**src/verilog/prm_consts.svh**
```systemverilog
// Constants of the positioning range mapper: defaults, margins, scaling bounds.
// Assumes inclusion by bare name from design files; definitions only.
`ifndef PRM_CONSTS_SVH
`define PRM_CONSTS_SVH

// Factory default values (steps, standard scaling)
`define PRM_DEF_MAP_END 32'sd102400
`define PRM_DEF_LO_LIM 32'sd1200
`define PRM_DEF_HI_LIM 32'sd101200
`define PRM_DEF_ACT_POS 32'sd51200
`define PRM_DEF_REF_VAL 32'sd0
// Standard scaling factor
`define PRM_DEF_FACTOR 14'd400
`define PRM_FACTOR_MIN 14'd1
`define PRM_FACTOR_MAX 14'd10000
// Steps per output shaft rotation at standard scaling
`define PRM_STEPS_PER_REV 32'sd400
// Rotations below the mapping end for each limit
`define PRM_LO_MARGIN_REV 32'sd253
`define PRM_HI_MARGIN_REV 32'sd3
// Encoder span and usable span in rotations
`define PRM_ENC_REV 32'sd256
`define PRM_USE_REV 32'sd250
// Window around actual position for map-end bounds (standard steps)
`define PRM_MAP_MIN_OFS 32'sd1200
`define PRM_MAP_MAX_OFS 32'sd101200
// Degrees per step, in tenths, at standard scaling
`define PRM_DEG_TENTHS_PER_STEP 8'd9

`endif

```
**src/verilog/prm_pkg.sv**
```systemverilog
// Types shared by the positioning range mapper files.
// Assumes nothing beyond a SystemVerilog compiler.
package prm_pkg;
    typedef logic signed [31:0] prm_pos_t; // Signed positions, wide enough for 1e6+
    typedef logic [13:0] prm_fac_t; // Scaling factor 1..10000
    typedef enum logic [3:0] {
        PRM_IDLE = 4'h1,
        PRM_CALC = 4'h2,
        PRM_CHECK = 4'h4,
        PRM_DONE = 4'h8
    } prm_state_e;
endpackage

```
**src/verilog/prm_mapper.sv**
```systemverilog
// Positioning range mapper: upper mapping end, limits, target check, referencing.
// Assumes a master that issues one write strobe at a time and waits for busy low.
//
// How it works
// - Reject targets in margins; flag bad target
// - Defaults: map end 102400, limits 1200/101200
// - Default actual position is 51200
// - Accepted map end recomputes both limits
// - Limits are map end minus 253/3 rotations
// - Accept map end only if position inside new limits, within one step
// - Map end bounds: position plus scaled offsets
// - Bounds rounded to nearest integer
// - One rotation is 400*den/num steps
// - Standard scaling: one step is 0.9 degrees
// - Written actual position derives referencing value
// - Encoder spans 256 rotations, 250 usable
// - Motor supply loss leaves position intact
// - Direction setting selects counting sense
// - Limits may be narrowed after recompute
// - Scaling factors limited to 1..10000
`include "prm_consts.svh"

module prm_mapper
    import prm_pkg::*;
(
    input wire logic sys_clk,
    input wire logic rst_n,
    input wire logic signed [31:0] enc_pos, // Physical encoder steps
    input wire logic motor_pwr_ok, // Motor supply present
    input wire logic dir_wr, // Direction write strobe
    input wire logic dir_val, // 1 = reversed counting sense
    input wire logic num_wr,
    input wire prm_pkg::prm_fac_t num_val,
    input wire logic den_wr,
    input wire prm_pkg::prm_fac_t den_val,
    input wire logic ref_wr,
    input wire logic signed [31:0] ref_val,
    input wire logic act_wr,
    input wire logic signed [31:0] act_val,
    input wire logic map_wr,
    input wire logic signed [31:0] map_val,
    input wire logic lo_wr,
    input wire logic signed [31:0] lo_val,
    input wire logic hi_wr,
    input wire logic signed [31:0] hi_val,
    input wire logic tgt_wr,
    input wire logic signed [31:0] tgt_val,
    output logic busy,
    output logic param_err,
    output logic tgt_ok,
    output logic tgt_err,
    output logic dir_rev,
    output prm_pkg::prm_fac_t numerator,
    output prm_pkg::prm_fac_t denominator,
    output logic signed [31:0] ref_value,
    output logic signed [31:0] act_pos,
    output logic signed [31:0] map_end,
    output logic signed [31:0] lo_limit,
    output logic signed [31:0] hi_limit
);
    import prm_pkg::*;

    prm_state_e state_r; // Map-end acceptance sequencer
    logic [1:0] step_r; // Which scaled product is in flight
    logic signed [31:0] map_cand_r; // Candidate map end being checked
    logic signed [31:0] lo_ofs_r; // Scaled 253-rotation offset
    logic signed [31:0] hi_ofs_r; // Scaled 3-rotation offset
    logic signed [31:0] min_ofs_r; // Scaled lower bound offset
    logic signed [31:0] max_ofs_r; // Scaled upper bound offset
    logic sc_start; // Divider kick
    logic signed [31:0] sc_value; // Divider operand
    logic sc_busy;
    logic sc_done;
    logic signed [31:0] sc_result;
    logic signed [31:0] pos_now; // Live actual position
    logic signed [31:0] map_lo_nxt; // Limits that would follow the candidate
    logic signed [31:0] map_hi_nxt;

    // Inside-range test with a one-step tolerance, used once in the map-end check
    function automatic logic in_window(input logic signed [31:0] p,
                                       input logic signed [31:0] lo,
                                       input logic signed [31:0] hi);
        in_window = (p >= lo - 32'sd1) && (p <= hi + 32'sd1);
    endfunction

    // Factor bound test, used for both scaling factors
    function automatic logic fac_ok(input prm_fac_t f);
        fac_ok = (f >= `PRM_FACTOR_MIN) && (f <= `PRM_FACTOR_MAX);
    endfunction

    // Actual position: sign by direction, shifted by referencing value.
    // The encoder is absolute, so no motor-supply term enters here.
    always_comb begin
        pos_now = (dir_rev ? -enc_pos : enc_pos) + ref_value;
        map_lo_nxt = map_cand_r - lo_ofs_r;
        map_hi_nxt = map_cand_r - hi_ofs_r;
    end

    // Operand for the divider; 400 steps per rotation scaled by den/num
    // At standard scaling 400 steps per turn give 0.9 degrees per step
    always_comb begin
        case (step_r)
            2'd0: sc_value = `PRM_STEPS_PER_REV * `PRM_LO_MARGIN_REV;
            2'd1: sc_value = `PRM_STEPS_PER_REV * `PRM_HI_MARGIN_REV;
            2'd2: sc_value = `PRM_MAP_MIN_OFS;
            default: sc_value = `PRM_MAP_MAX_OFS;
        endcase
    end

    assign sc_start = (state_r == PRM_CALC) && !sc_busy && !sc_done;

    // Rounded scaling of margins and bounds
    prm_scale u_scale (
        .sys_clk(sys_clk),
        .rst_n(rst_n),
        .start(sc_start),
        .value(sc_value),
        .den(denominator),
        .num(numerator),
        .busy(sc_busy),
        .done(sc_done),
        .result(sc_result)
    );

    // Scaling factors and direction; out-of-range factors refused
    always_ff @(posedge sys_clk or negedge rst_n) begin
        if (!rst_n) begin
            numerator <= `PRM_DEF_FACTOR;
            denominator <= `PRM_DEF_FACTOR;
            dir_rev <= 1'b0;
        end else if (state_r == PRM_IDLE) begin
            if (dir_wr) begin
                dir_rev <= dir_val;
            end
            if (num_wr && fac_ok(num_val)) begin
                numerator <= num_val;
            end
            if (den_wr && fac_ok(den_val)) begin
                denominator <= den_val;
            end
        end
    end

    // Referencing value: direct, or derived from a written actual position
    always_ff @(posedge sys_clk or negedge rst_n) begin
        if (!rst_n) begin
            ref_value <= `PRM_DEF_REF_VAL;
        end else if (state_r == PRM_IDLE) begin
            if (dir_wr) begin
                ref_value <= `PRM_DEF_REF_VAL;
            end else if (act_wr) begin
                ref_value <= act_val - (dir_rev ? -enc_pos : enc_pos);
            end else if (ref_wr) begin
                ref_value <= ref_val;
            end
        end
    end

    // Registered actual position output
    always_ff @(posedge sys_clk or negedge rst_n) begin
        if (!rst_n) begin
            act_pos <= `PRM_DEF_ACT_POS;
        end else begin
            act_pos <= pos_now;
        end
    end

    // Sequencer: scale four offsets, check, then commit map end
    always_ff @(posedge sys_clk or negedge rst_n) begin
        if (!rst_n) begin
            state_r <= PRM_IDLE;
            step_r <= 2'd0;
            map_cand_r <= `PRM_DEF_MAP_END;
            // Standard-scaling offsets, so narrowing works before any recompute
            lo_ofs_r <= `PRM_MAP_MAX_OFS;
            hi_ofs_r <= `PRM_MAP_MIN_OFS;
            min_ofs_r <= `PRM_MAP_MIN_OFS;
            max_ofs_r <= `PRM_MAP_MAX_OFS;
        end else begin
            case (state_r)
                PRM_IDLE: begin
                    step_r <= 2'd0;
                    if (map_wr) begin
                        map_cand_r <= map_val;
                        state_r <= PRM_CALC;
                    end else if (num_wr || den_wr || dir_wr) begin
                        // Scaling or direction change re-derives the default map
                        map_cand_r <= `PRM_DEF_MAP_END;
                        state_r <= PRM_CALC;
                    end
                end
                PRM_CALC: begin
                    if (sc_done) begin
                        case (step_r)
                            2'd0: lo_ofs_r <= sc_result;
                            2'd1: hi_ofs_r <= sc_result;
                            2'd2: min_ofs_r <= sc_result;
                            default: max_ofs_r <= sc_result;
                        endcase
                        step_r <= step_r + 2'd1;
                        if (step_r == 2'd3) begin
                            state_r <= PRM_CHECK;
                        end
                    end
                end
                PRM_CHECK: begin
                    state_r <= PRM_DONE;
                end
                PRM_DONE: begin
                    state_r <= PRM_IDLE;
                end
                default: begin
                    state_r <= PRM_IDLE;
                end
            endcase
        end
    end

    // Map end and limits; commit only when the candidate passes
    always_ff @(posedge sys_clk or negedge rst_n) begin
        if (!rst_n) begin
            map_end <= `PRM_DEF_MAP_END;
            lo_limit <= `PRM_DEF_LO_LIM;
            hi_limit <= `PRM_DEF_HI_LIM;
            param_err <= 1'b0;
        end else begin
            if (state_r == PRM_CHECK) begin
                // Bounds from live position and rounded offsets
                if (map_cand_r >= pos_now + min_ofs_r && map_cand_r <= pos_now + max_ofs_r
                    && in_window(pos_now, map_lo_nxt, map_hi_nxt)) begin
                    map_end <= map_cand_r;
                    lo_limit <= map_lo_nxt;
                    hi_limit <= map_hi_nxt;
                    param_err <= 1'b0;
                end else begin
                    param_err <= 1'b1;
                end
            end else if (state_r == PRM_IDLE) begin
                // Limits may only move inside the derived range, never past each other
                if (lo_wr) begin
                    if (lo_val >= map_end - lo_ofs_r && lo_val <= hi_limit) begin
                        lo_limit <= lo_val;
                    end else begin
                        param_err <= 1'b1;
                    end
                end
                if (hi_wr) begin
                    if (hi_val <= map_end - hi_ofs_r && hi_val >= lo_limit) begin
                        hi_limit <= hi_val;
                    end else begin
                        param_err <= 1'b1;
                    end
                end
            end
        end
    end

    // Target check against the margin-free limits
    always_ff @(posedge sys_clk or negedge rst_n) begin
        if (!rst_n) begin
            tgt_ok <= 1'b0;
            tgt_err <= 1'b0;
        end else begin
            tgt_ok <= 1'b0;
            tgt_err <= 1'b0;
            if (tgt_wr) begin
                if (tgt_val >= lo_limit && tgt_val <= hi_limit) begin
                    tgt_ok <= 1'b1;
                end else begin
                    tgt_err <= 1'b1;
                end
            end
        end
    end

    // Busy covers any map-end sequence; writes meanwhile are dropped, except target writes, which are still checked
    always_ff @(posedge sys_clk or negedge rst_n) begin
        if (!rst_n) begin
            busy <= 1'b0;
        end else begin
            busy <= (state_r != PRM_IDLE) || map_wr || num_wr || den_wr || dir_wr;
        end
    end

    // motor_pwr_ok is accepted but deliberately unused: position stays valid
    logic unused_pwr;
    assign unused_pwr = motor_pwr_ok;
endmodule

```
**src/verilog/prm_scale.sv**
```systemverilog
// Scaled step count: round(value * den / num), sequential restoring divide.
// Assumes start is pulsed only while busy is low; operands held by caller.
`include "prm_consts.svh"

module prm_scale
    import prm_pkg::*;
(
    input wire logic sys_clk,
    input wire logic rst_n,
    input wire logic start,
    input wire logic signed [31:0] value,
    input wire prm_pkg::prm_fac_t den,
    input wire prm_pkg::prm_fac_t num,
    output logic busy,
    output logic done,
    output logic signed [31:0] result
);
    logic [47:0] rem_r; // Running remainder / dividend
    logic [47:0] quo_r; // Quotient bits
    logic [5:0] cnt_r; // Bits left
    logic neg_r; // Sign of value
    logic [47:0] dvd; // Doubled magnitude product plus num, for rounding
    logic [48:0] trial; // Trial subtraction

    // Round-to-nearest: floor((2*|v|*den + num) / (2*num))
    always_comb begin
        dvd = 48'((value < 0 ? -value : value)) * 48'(den);
        dvd = (dvd << 1) + 48'(num);
        trial = {rem_r[47:0], quo_r[47]} - {34'h0, num, 1'b0};
    end

    // Shift-subtract divider, one quotient bit per clock
    always_ff @(posedge sys_clk or negedge rst_n) begin
        if (!rst_n) begin
            rem_r <= 48'h0;
            quo_r <= 48'h0;
            cnt_r <= 6'h0;
            neg_r <= 1'b0;
            busy <= 1'b0;
            done <= 1'b0;
            result <= 32'sh0;
        end else begin
            done <= 1'b0;
            if (start && !busy) begin
                rem_r <= 48'h0;
                quo_r <= dvd;
                neg_r <= value < 0;
                cnt_r <= 6'd48;
                busy <= 1'b1;
            end else if (busy) begin
                if (!trial[48]) begin
                    rem_r <= trial[47:0];
                    quo_r <= {quo_r[46:0], 1'b1};
                end else begin
                    rem_r <= {rem_r[46:0], quo_r[47]};
                    quo_r <= {quo_r[46:0], 1'b0};
                end
                cnt_r <= cnt_r - 6'd1;
                if (cnt_r == 6'd1) begin
                    busy <= 1'b0;
                    done <= 1'b1;
                    // Final quotient bit folded in here
                    result <= neg_r ? -32'({quo_r[46:0], ~trial[48]})
                                    : 32'({quo_r[46:0], ~trial[48]});
                end
            end
        end
    end
endmodule
```
**config.mk**
```make
export PLATFORM = sky130hd
export DESIGN_NAME = prm_mapper
export DESIGN_NICKNAME = d
export VERILOG_FILES = /design/src/verilog/prm_pkg.sv /design/src/verilog/prm_mapper.sv /design/src/verilog/prm_scale.sv
export VERILOG_INCLUDE_DIRS = /design/src /design/src/verilog
export SDC_FILE = /design/constraint.sdc
export NUM_CORES = 2
export LEC_CHECK = 0
export BUFFER_PORTS_ARGS = -buffer_cell sky130_fd_sc_hd__buf_2
export CORE_UTILIZATION = 39
export CTS_CLUSTER_SIZE = 8
export DETAILED_ROUTE_END_ITERATION = 10
export GPL_TIMING_DRIVEN = 0
export HOLD_SLACK_MARGIN = 0.08
export PLACE_DENSITY = 0.64
export SYNTH_ARGS = -nofsm -noshare
export SYNTH_HDL_FRONTEND = slang
export SYNTH_SLANG_ARGS = --single-unit
```
**constraint.sdc**
```tcl
create_clock -name sys_clk -period 10.6 [get_ports sys_clk]
set_clock_uncertainty 0.2 [all_clocks]
set_input_delay 0 -clock sys_clk [delete_from_list [all_inputs] [get_ports sys_clk]]
set_output_delay 0 -clock sys_clk [all_outputs]
set_load 0.05 [all_outputs]
```
-- Word level (Yosys, flattened, before mapping)
Cells that the tools add are included.
W data, S select, Z words.
- register bits: 496
- input bits: 265
- logic and storage cells: 173
- $add $sub $neg: 17
- $mul: 1
- $lt $le $gt $ge: 15
- eq/ne operators: 12
- muxes and demuxes: 51
- bitwise gates (word level): 3
- reductions and logical operators: 48
- operators by type and width (cell ; count):
    $mux W32 ; 17
    $mux W48 ; 6
    $ge A32 B32 Y1 ; 5
    $le A32 B32 Y1 ; 5
    $sub A32 B32 Y32 ; 5
    $add A32 B32 Y32 ; 3
    $neg A32 Y32 ; 2
    $sub A49 B15 Y49 ; 1
    $add A48 B14 Y48 ; 1
    $mul A48 B14 Y47 ; 1
    $neg A17 Y48 ; 1
    $add A32 B2 Y32 const B ; 1
    $sub A32 B2 Y32 const B ; 1
    $ge A14 B1 Y1 const B ; 2
    $le A14 B14 Y1 const B ; 2
    $mux W1 ; 18
    $reduce_and A3 Y1 ; 6
    $lt A17 B1 Y1 const B ; 1
    $mux W17 ; 1
    $mux W4 ; 4
    $reduce_bool A2 Y1 ; 8
    $reduce_and A2 Y1 ; 7
    $logic_and A1 B1 Y1 ; 13
    $mux W6 ; 2
    22 further kinds ; 34

-- Depth between registers and ports, before layout
- word-level depth: 9
- gate-level depth with buffers: 41
- gate-level depth less buffers: 38

-- Modules after synthesis
Synthesis repeated with hierarchy kept, for this count alone.
- cell total of the unflattened synthesis: 6891
- area total of the unflattened synthesis: 61412.6 µm²
- by module, submodules not included (module ; instances ; cells each ; area each (µm²) ; seq. area each (µm²)):
    prm_mapper ; 1 ; 3924 ; 35378.9 ; 9044.9
    prm_scale ; 1 ; 2967 ; 26033.7 ; 3428.3

-- Worst setup path after synthesis
Ideal clock, no wire load.
- path type: reg-to-reg
- from: register dir_rev
- to: register hi_limit[18]
- library setup time: 0.125 ns
- arrival time: 8.365 ns
- path slack: 1.910 ns
- cell stages (with the launch flop): 35
- buffers on the path: 3
- period minus slack after synthesis: 8.690 ns
- cells stage by stage: dfrtp_1 -> clkbuf_1 -> o21ai_0 -> fa_1 -> a21o_1 -> a21o_1 -> a2111oi_0 -> nor3_1 -> nor3_1 -> nor3_1 -> nor3_1 -> o21bai_1 -> a21oi_1 -> xnor2_1 -> ha_1 -> a21oi_1 -> nor2b_1 -> a21oi_1 -> or3b_2 -> o41ai_1 -> a21oi_1 -> a21o_1 -> a21bo_2 -> a21oi_1 -> xor2_1 -> ha_1 -> and4_1 -> nand4_1 -> a2111oi_0 -> a21oi_1 -> o2111ai_1 -> o21a_1 -> clkbuf_1 -> buf_1 -> mux2_2
- word-level cells in the longest chain between the ends: 8
- elaborated cells on any way between the ends: 13
- ends and longest elaborated chain (element ; RTL line ; text):
    start, declared ; prm_mapper.sv:52 ; output logic dir_rev,
    start signal, assigned ; prm_mapper.sv:133 ; dir_rev <= dir_val;
    $mux W32 * ; prm_mapper.sv:94 ; pos_now = (dir_rev ? -enc_pos : enc_pos) + ref_value;
    $add A32 B32 Y32 * ; prm_mapper.sv:94 ;
    via pos_now[20] ; prm_mapper.sv:75 ; logic signed [31:0] pos_now;
    $add A32 B32 Y32 ; prm_mapper.sv:229 ; if (map_cand_r >= pos_now + min_ofs_r && map_cand_r <= pos_now + max_ofs_r
    $ge A32 B32 Y1 or $le A32 B32 Y1 (tied branches) ; prm_mapper.sv:229 ;
    $logic_and A1 B1 Y1 ; prm_mapper.sv:229 ;
    $logic_and A1 B1 Y1 * ; prm_mapper.sv:230 ; && in_window(pos_now, map_lo_nxt, map_hi_nxt)) begin
    $ne A2 B1 Y1 (no source line) * ; n/a ;
    $reduce_and A4 Y1 (no source line) * ; n/a ;
    end signal, assigned ; prm_mapper.sv:224 ; hi_limit <= `PRM_DEF_HI_LIM;
    end signal, assigned ; prm_mapper.sv:233 ; hi_limit <= map_hi_nxt;
    end signal, assigned ; prm_mapper.sv:249 ; hi_limit <= hi_val;
    end, declared ; prm_mapper.sv:59 ; output logic signed [31:0] hi_limit
The timed path passes the listed nets; every way through them passes the cells marked *.
A chain may end at the register's enable or synchronous reset.

-- Final worst setup path
- from: input port enc_pos[0]
- to: register lo_limit[25]
- word-level cells in the longest chain between the ends: 9
- elaborated cells on any way between the ends: 14
- ends and longest elaborated chain (element ; RTL line ; text):
    start, declared ; prm_mapper.sv:28 ; input wire logic signed [31:0] enc_pos,
    $neg A32 Y32 ; prm_mapper.sv:94 ;
    $mux W32 * ; prm_mapper.sv:94 ;
    $add A32 B32 Y32 * ; prm_mapper.sv:94 ;
    via pos_now[21] ; prm_mapper.sv:75 ;
    $add A32 B32 Y32 ; prm_mapper.sv:229 ;
    $ge A32 B32 Y1 or $le A32 B32 Y1 (tied branches) ; prm_mapper.sv:229 ;
    $logic_and A1 B1 Y1 ; prm_mapper.sv:229 ;
    $logic_and A1 B1 Y1 * ; prm_mapper.sv:230 ;
    $ne A2 B1 Y1 (no source line) * ; n/a ;
    $reduce_and A4 Y1 (no source line) * ; n/a ;
    end signal, assigned ; prm_mapper.sv:223 ; lo_limit <= `PRM_DEF_LO_LIM;
    end signal, assigned ; prm_mapper.sv:232 ; lo_limit <= map_lo_nxt;
    end signal, assigned ; prm_mapper.sv:242 ; lo_limit <= lo_val;
    end, declared ; prm_mapper.sv:58 ; output logic signed [31:0] lo_limit,
Marks and branches as above.

==> results.json <==
{
  "rr_endpoint": "lo_limit[25]$_DFFE_PN0P_",
  "hold_end": "hi_limit[24]$_DFFE_PN0P_",
  "crit_fanout": 9,
  "place_ws_ps": -1080,
  "max_stage_delay_ps": 550,
  "fin_util_pct": 48.5,
  "crit_path_top_delay_cell": "dlygate4sd3_1",
  "core_um2": 122000,
  "fmax_mhz": 98.3,
  "drc": 0,
  "ys_async_sr_fraction_pct": 100,
  "synth_edf_count": 0,
  "antenna_found_initial": 7,
  "hpwl_mm": 136,
  "end_kind": "flip-flop",
  "vias": 44900,
  "grt_pass1_wl_mm": 256,
  "clk_latency_ps": 660,
  "yosysTopAreaCell": "dfrtp_1",
  "ys_seq_area_share_pct": 25.9,
  "grt_pass1_vias": 44700,
  "slew_headroom_pct": 5.99,
  "grt_start_max_net_pins": 112,
  "cts_setup_buffers": 0,
  "worstHoldStart": "hi_val[24]",
  "dp.cells": 7495,
  "fin_crit_ps": 10170,
  "holdPathStages": 4,
  "h-tree-depth": 3,
  "critPathLaunchType": "input pin",
  "drv_slew": 0,
  "synth.most_common_cell": "ha_1",
  "globalplace.congestion": 0.991,
  "firstDrtPassIters": 5,
  "r2r_setup_slack_ps": 510,
  "setup_viol": 0,
  "rr_worst_depth": 36,
  "synth_area_leaders": "dfrtp_1 23%, ha_1 19%, mux2_2 4.8%, a21oi_1 4.2%, nand2_1 3.9%",
  "dieArea_um2": 125000,
  "portBuffers": 453,
  "path_clk_slew_ps": 60,
  "ys_seq_elements": 495,
  "clockRootBuffer": "clkbuf_16",
  "cts-buffers-inserted": 73,
  "yosys_warnings": 0,
  "grt-ovfl-total": 0,
  "rows": 128,
  "path_common_cell": "a21oi_1",
  "clk_path_buf_depth": 3,
  "synth.top_cell.area_share_pct": 23.2,
  "stdcell_count": 8035,
  "dieHeight_um": 353,
  "initial_core_util_pct": 39.4,
  "cts.sinks": 495,
  "postSynth.topFlopCell": "dfrtp_1",
  "syn_area_per_cell_um2": 8.90,
  "worstPathArrival_ps": 10490,
  "fin_ws_ps": 425,
  "cp_num_buf_inv": 7,
  "synth_common_cells": "730 x ha_1, 506 x nand2_1, 446 x dfrtp_1, 404 x a21oi_1, 372 x inv_1",
  "ant_nets": 0,
  "viasPerCell": 5.58,
  "critPathKind": "input pin to flip-flop",
  "fillCellCount": 11600,
  "holdCritPathClass": "input pin to flip-flop",
  "drive_gt1_share_pct": 13.9,
  "drt_iter0_drc": 3185,
  "wl_per_cell_um": 21.2,
  "postSynthCellCount": 5403,
  "finalCritPeriodShare_pct": 96.0,
  "cap_violations": 0,
  "cts_tree": "done",
  "io_pins": 458,
  "wirelength_mm": 170,
  "tightest_slew_ps": 1410,
  "finish.net_count": 7430,
  "cp_top_family": "compound AO/OA/AOI/OAI gates",
  "r2r-start": "dir_rev$_DFFE_PN0P_",
  "hold_viol": 0,
  "ys_types": 86,
  "required_ps": 10920,
  "status": "complete, no violations",
  "die_w_um": 353,
  "rsz0062_at_grt": "false",
  "syn2layout_area_growth_pct": 22.9,
  "synth_area_um2": 48100,
  "grt_util_all_layers_pct": 26.5
}
worst min-delay path, delay by kind of cell:
kind / cells / cell delay, ps
compound gates: 1 / 90
buf+inv: 2 / 670
mux: 1 / 130
routing by layer:
metal / vias to the layer above / part of all wire (%) / track usage, %
li1: 21400 / - / -
met1: 21600 / 43 / 33.4
met2: 1449 / 47 / 45.1
met3: 352 / 5.3 / 2.95
met4: 6 / 5.1 / 12.3
met5: - / 0.025 / 0
state kept, by name, summed over array words and instances (netlist names), 2 cells and up:
signal	cells
min_ofs_r	32
denominator	14
map_end	32
lo_ofs_r	32
hi_limit	32
numerator	14
u_scale.result	32
ref_value	32
u_scale.rem_r	48
hi_ofs_r	32
max_ofs_r	32
u_scale.cnt_r	6
u_scale.quo_r	48
state_r	4
act_pos	32
lo_limit	32
step_r	2
map_cand_r	32
through the flow:
| stage | instance area [µm²] | TNS [ps] | hold slack, ps |
|---|---|---|---|
| after detailed placement | 52700 | -59510 | -125 |
| after global placement | 52400 | -626800 | 22.4 |
| after CTS | 59000 | 0 | 82.1 |
| after global routing | 59100 | 0 | 80.0 |
| after floorplan | 48100 | 0 | -496 |
| final | 59100 | 0 | 116 |
how the worst max path moves through the flow:
stage,cells past startpoint,slack [ps],startpoint,endpoint
global route,43,40,enc_pos[0],lo_limit[29]$_DFFE_PN0P_
global placement,1,-1340,rst_n,tgt_ok$_DFF_PN0_
detailed placement,33,-1080,dir_rev$_DFFE_PN0P_,hi_limit[18]$_DFFE_PN0P_
CTS,35,7,dir_rev$_DFFE_PN0P_,hi_limit[27]$_DFFE_PN0P_
finish,43,430,enc_pos[0],lo_limit[25]$_DFFE_PN0P_
floorplan,34,1910,dir_rev$_DFFE_PN0P_,hi_limit[18]$_DFFE_PN0P_
cells by family after synthesis:
group                      synth area share, %
AOI/OAI and AO/OA                         17.3
xor gates and xnor gates                  7.19
other                                   0.0156
muxes                                     7.66
DFF                                       25.9
adders and majority gates                 22.4
buffers and inverters                     4.09
and+or+nand+nor                           15.5
layout make-up:
type	count	area [µm²]	area share (%)
multi-input cells	4386	33900	57.3
flip-flops and latches	495	12400	21.1
repair buffers	875	6590	11.1
well taps	1625	2030	3.44
clock buffers	121	2010	3.39
inverters	372	1400	2.36
plain buffers	151	581	0.982
clock inverters	9	176	0.298
diodes	1	2.50	0.00423
repair_timing:
item,CTS,global route
hold endpoints to repair,538,2
hold buffers,407,2
endpoints found under the setup margin,93,93
resized for setup,16,22
layout by cell type (no fill, tap or decap), types with 49 or more instances in the layout:
cell type,netlist,layout
ha_1,730,730
nand2_1,506,506
buf_2,2,457
dfrtp_1,446,446
dlygate4sd3_1,0,409
a21oi_1,404,402
inv_1,372,372
o21ai_0,308,307
nor2_1,275,274
mux2_2,207,207
xnor2_1,213,203
a21o_1,190,190
xor2_1,180,178
clkbuf_1,120,163
mux2i_1,134,134
nand4_1,107,107
nor3_1,101,100
nand3_1,98,98
fa_1,81,81
nor2b_1,77,77
clkbuf_16,0,73
o21a_1,66,66
nand2b_1,65,65
or3_1,51,51
nor4_1,50,49
dfstp_2,49,49
Power is not shown: default switching activity piles up to over one toggle a cycle in this logic, so the estimate is an artifact.
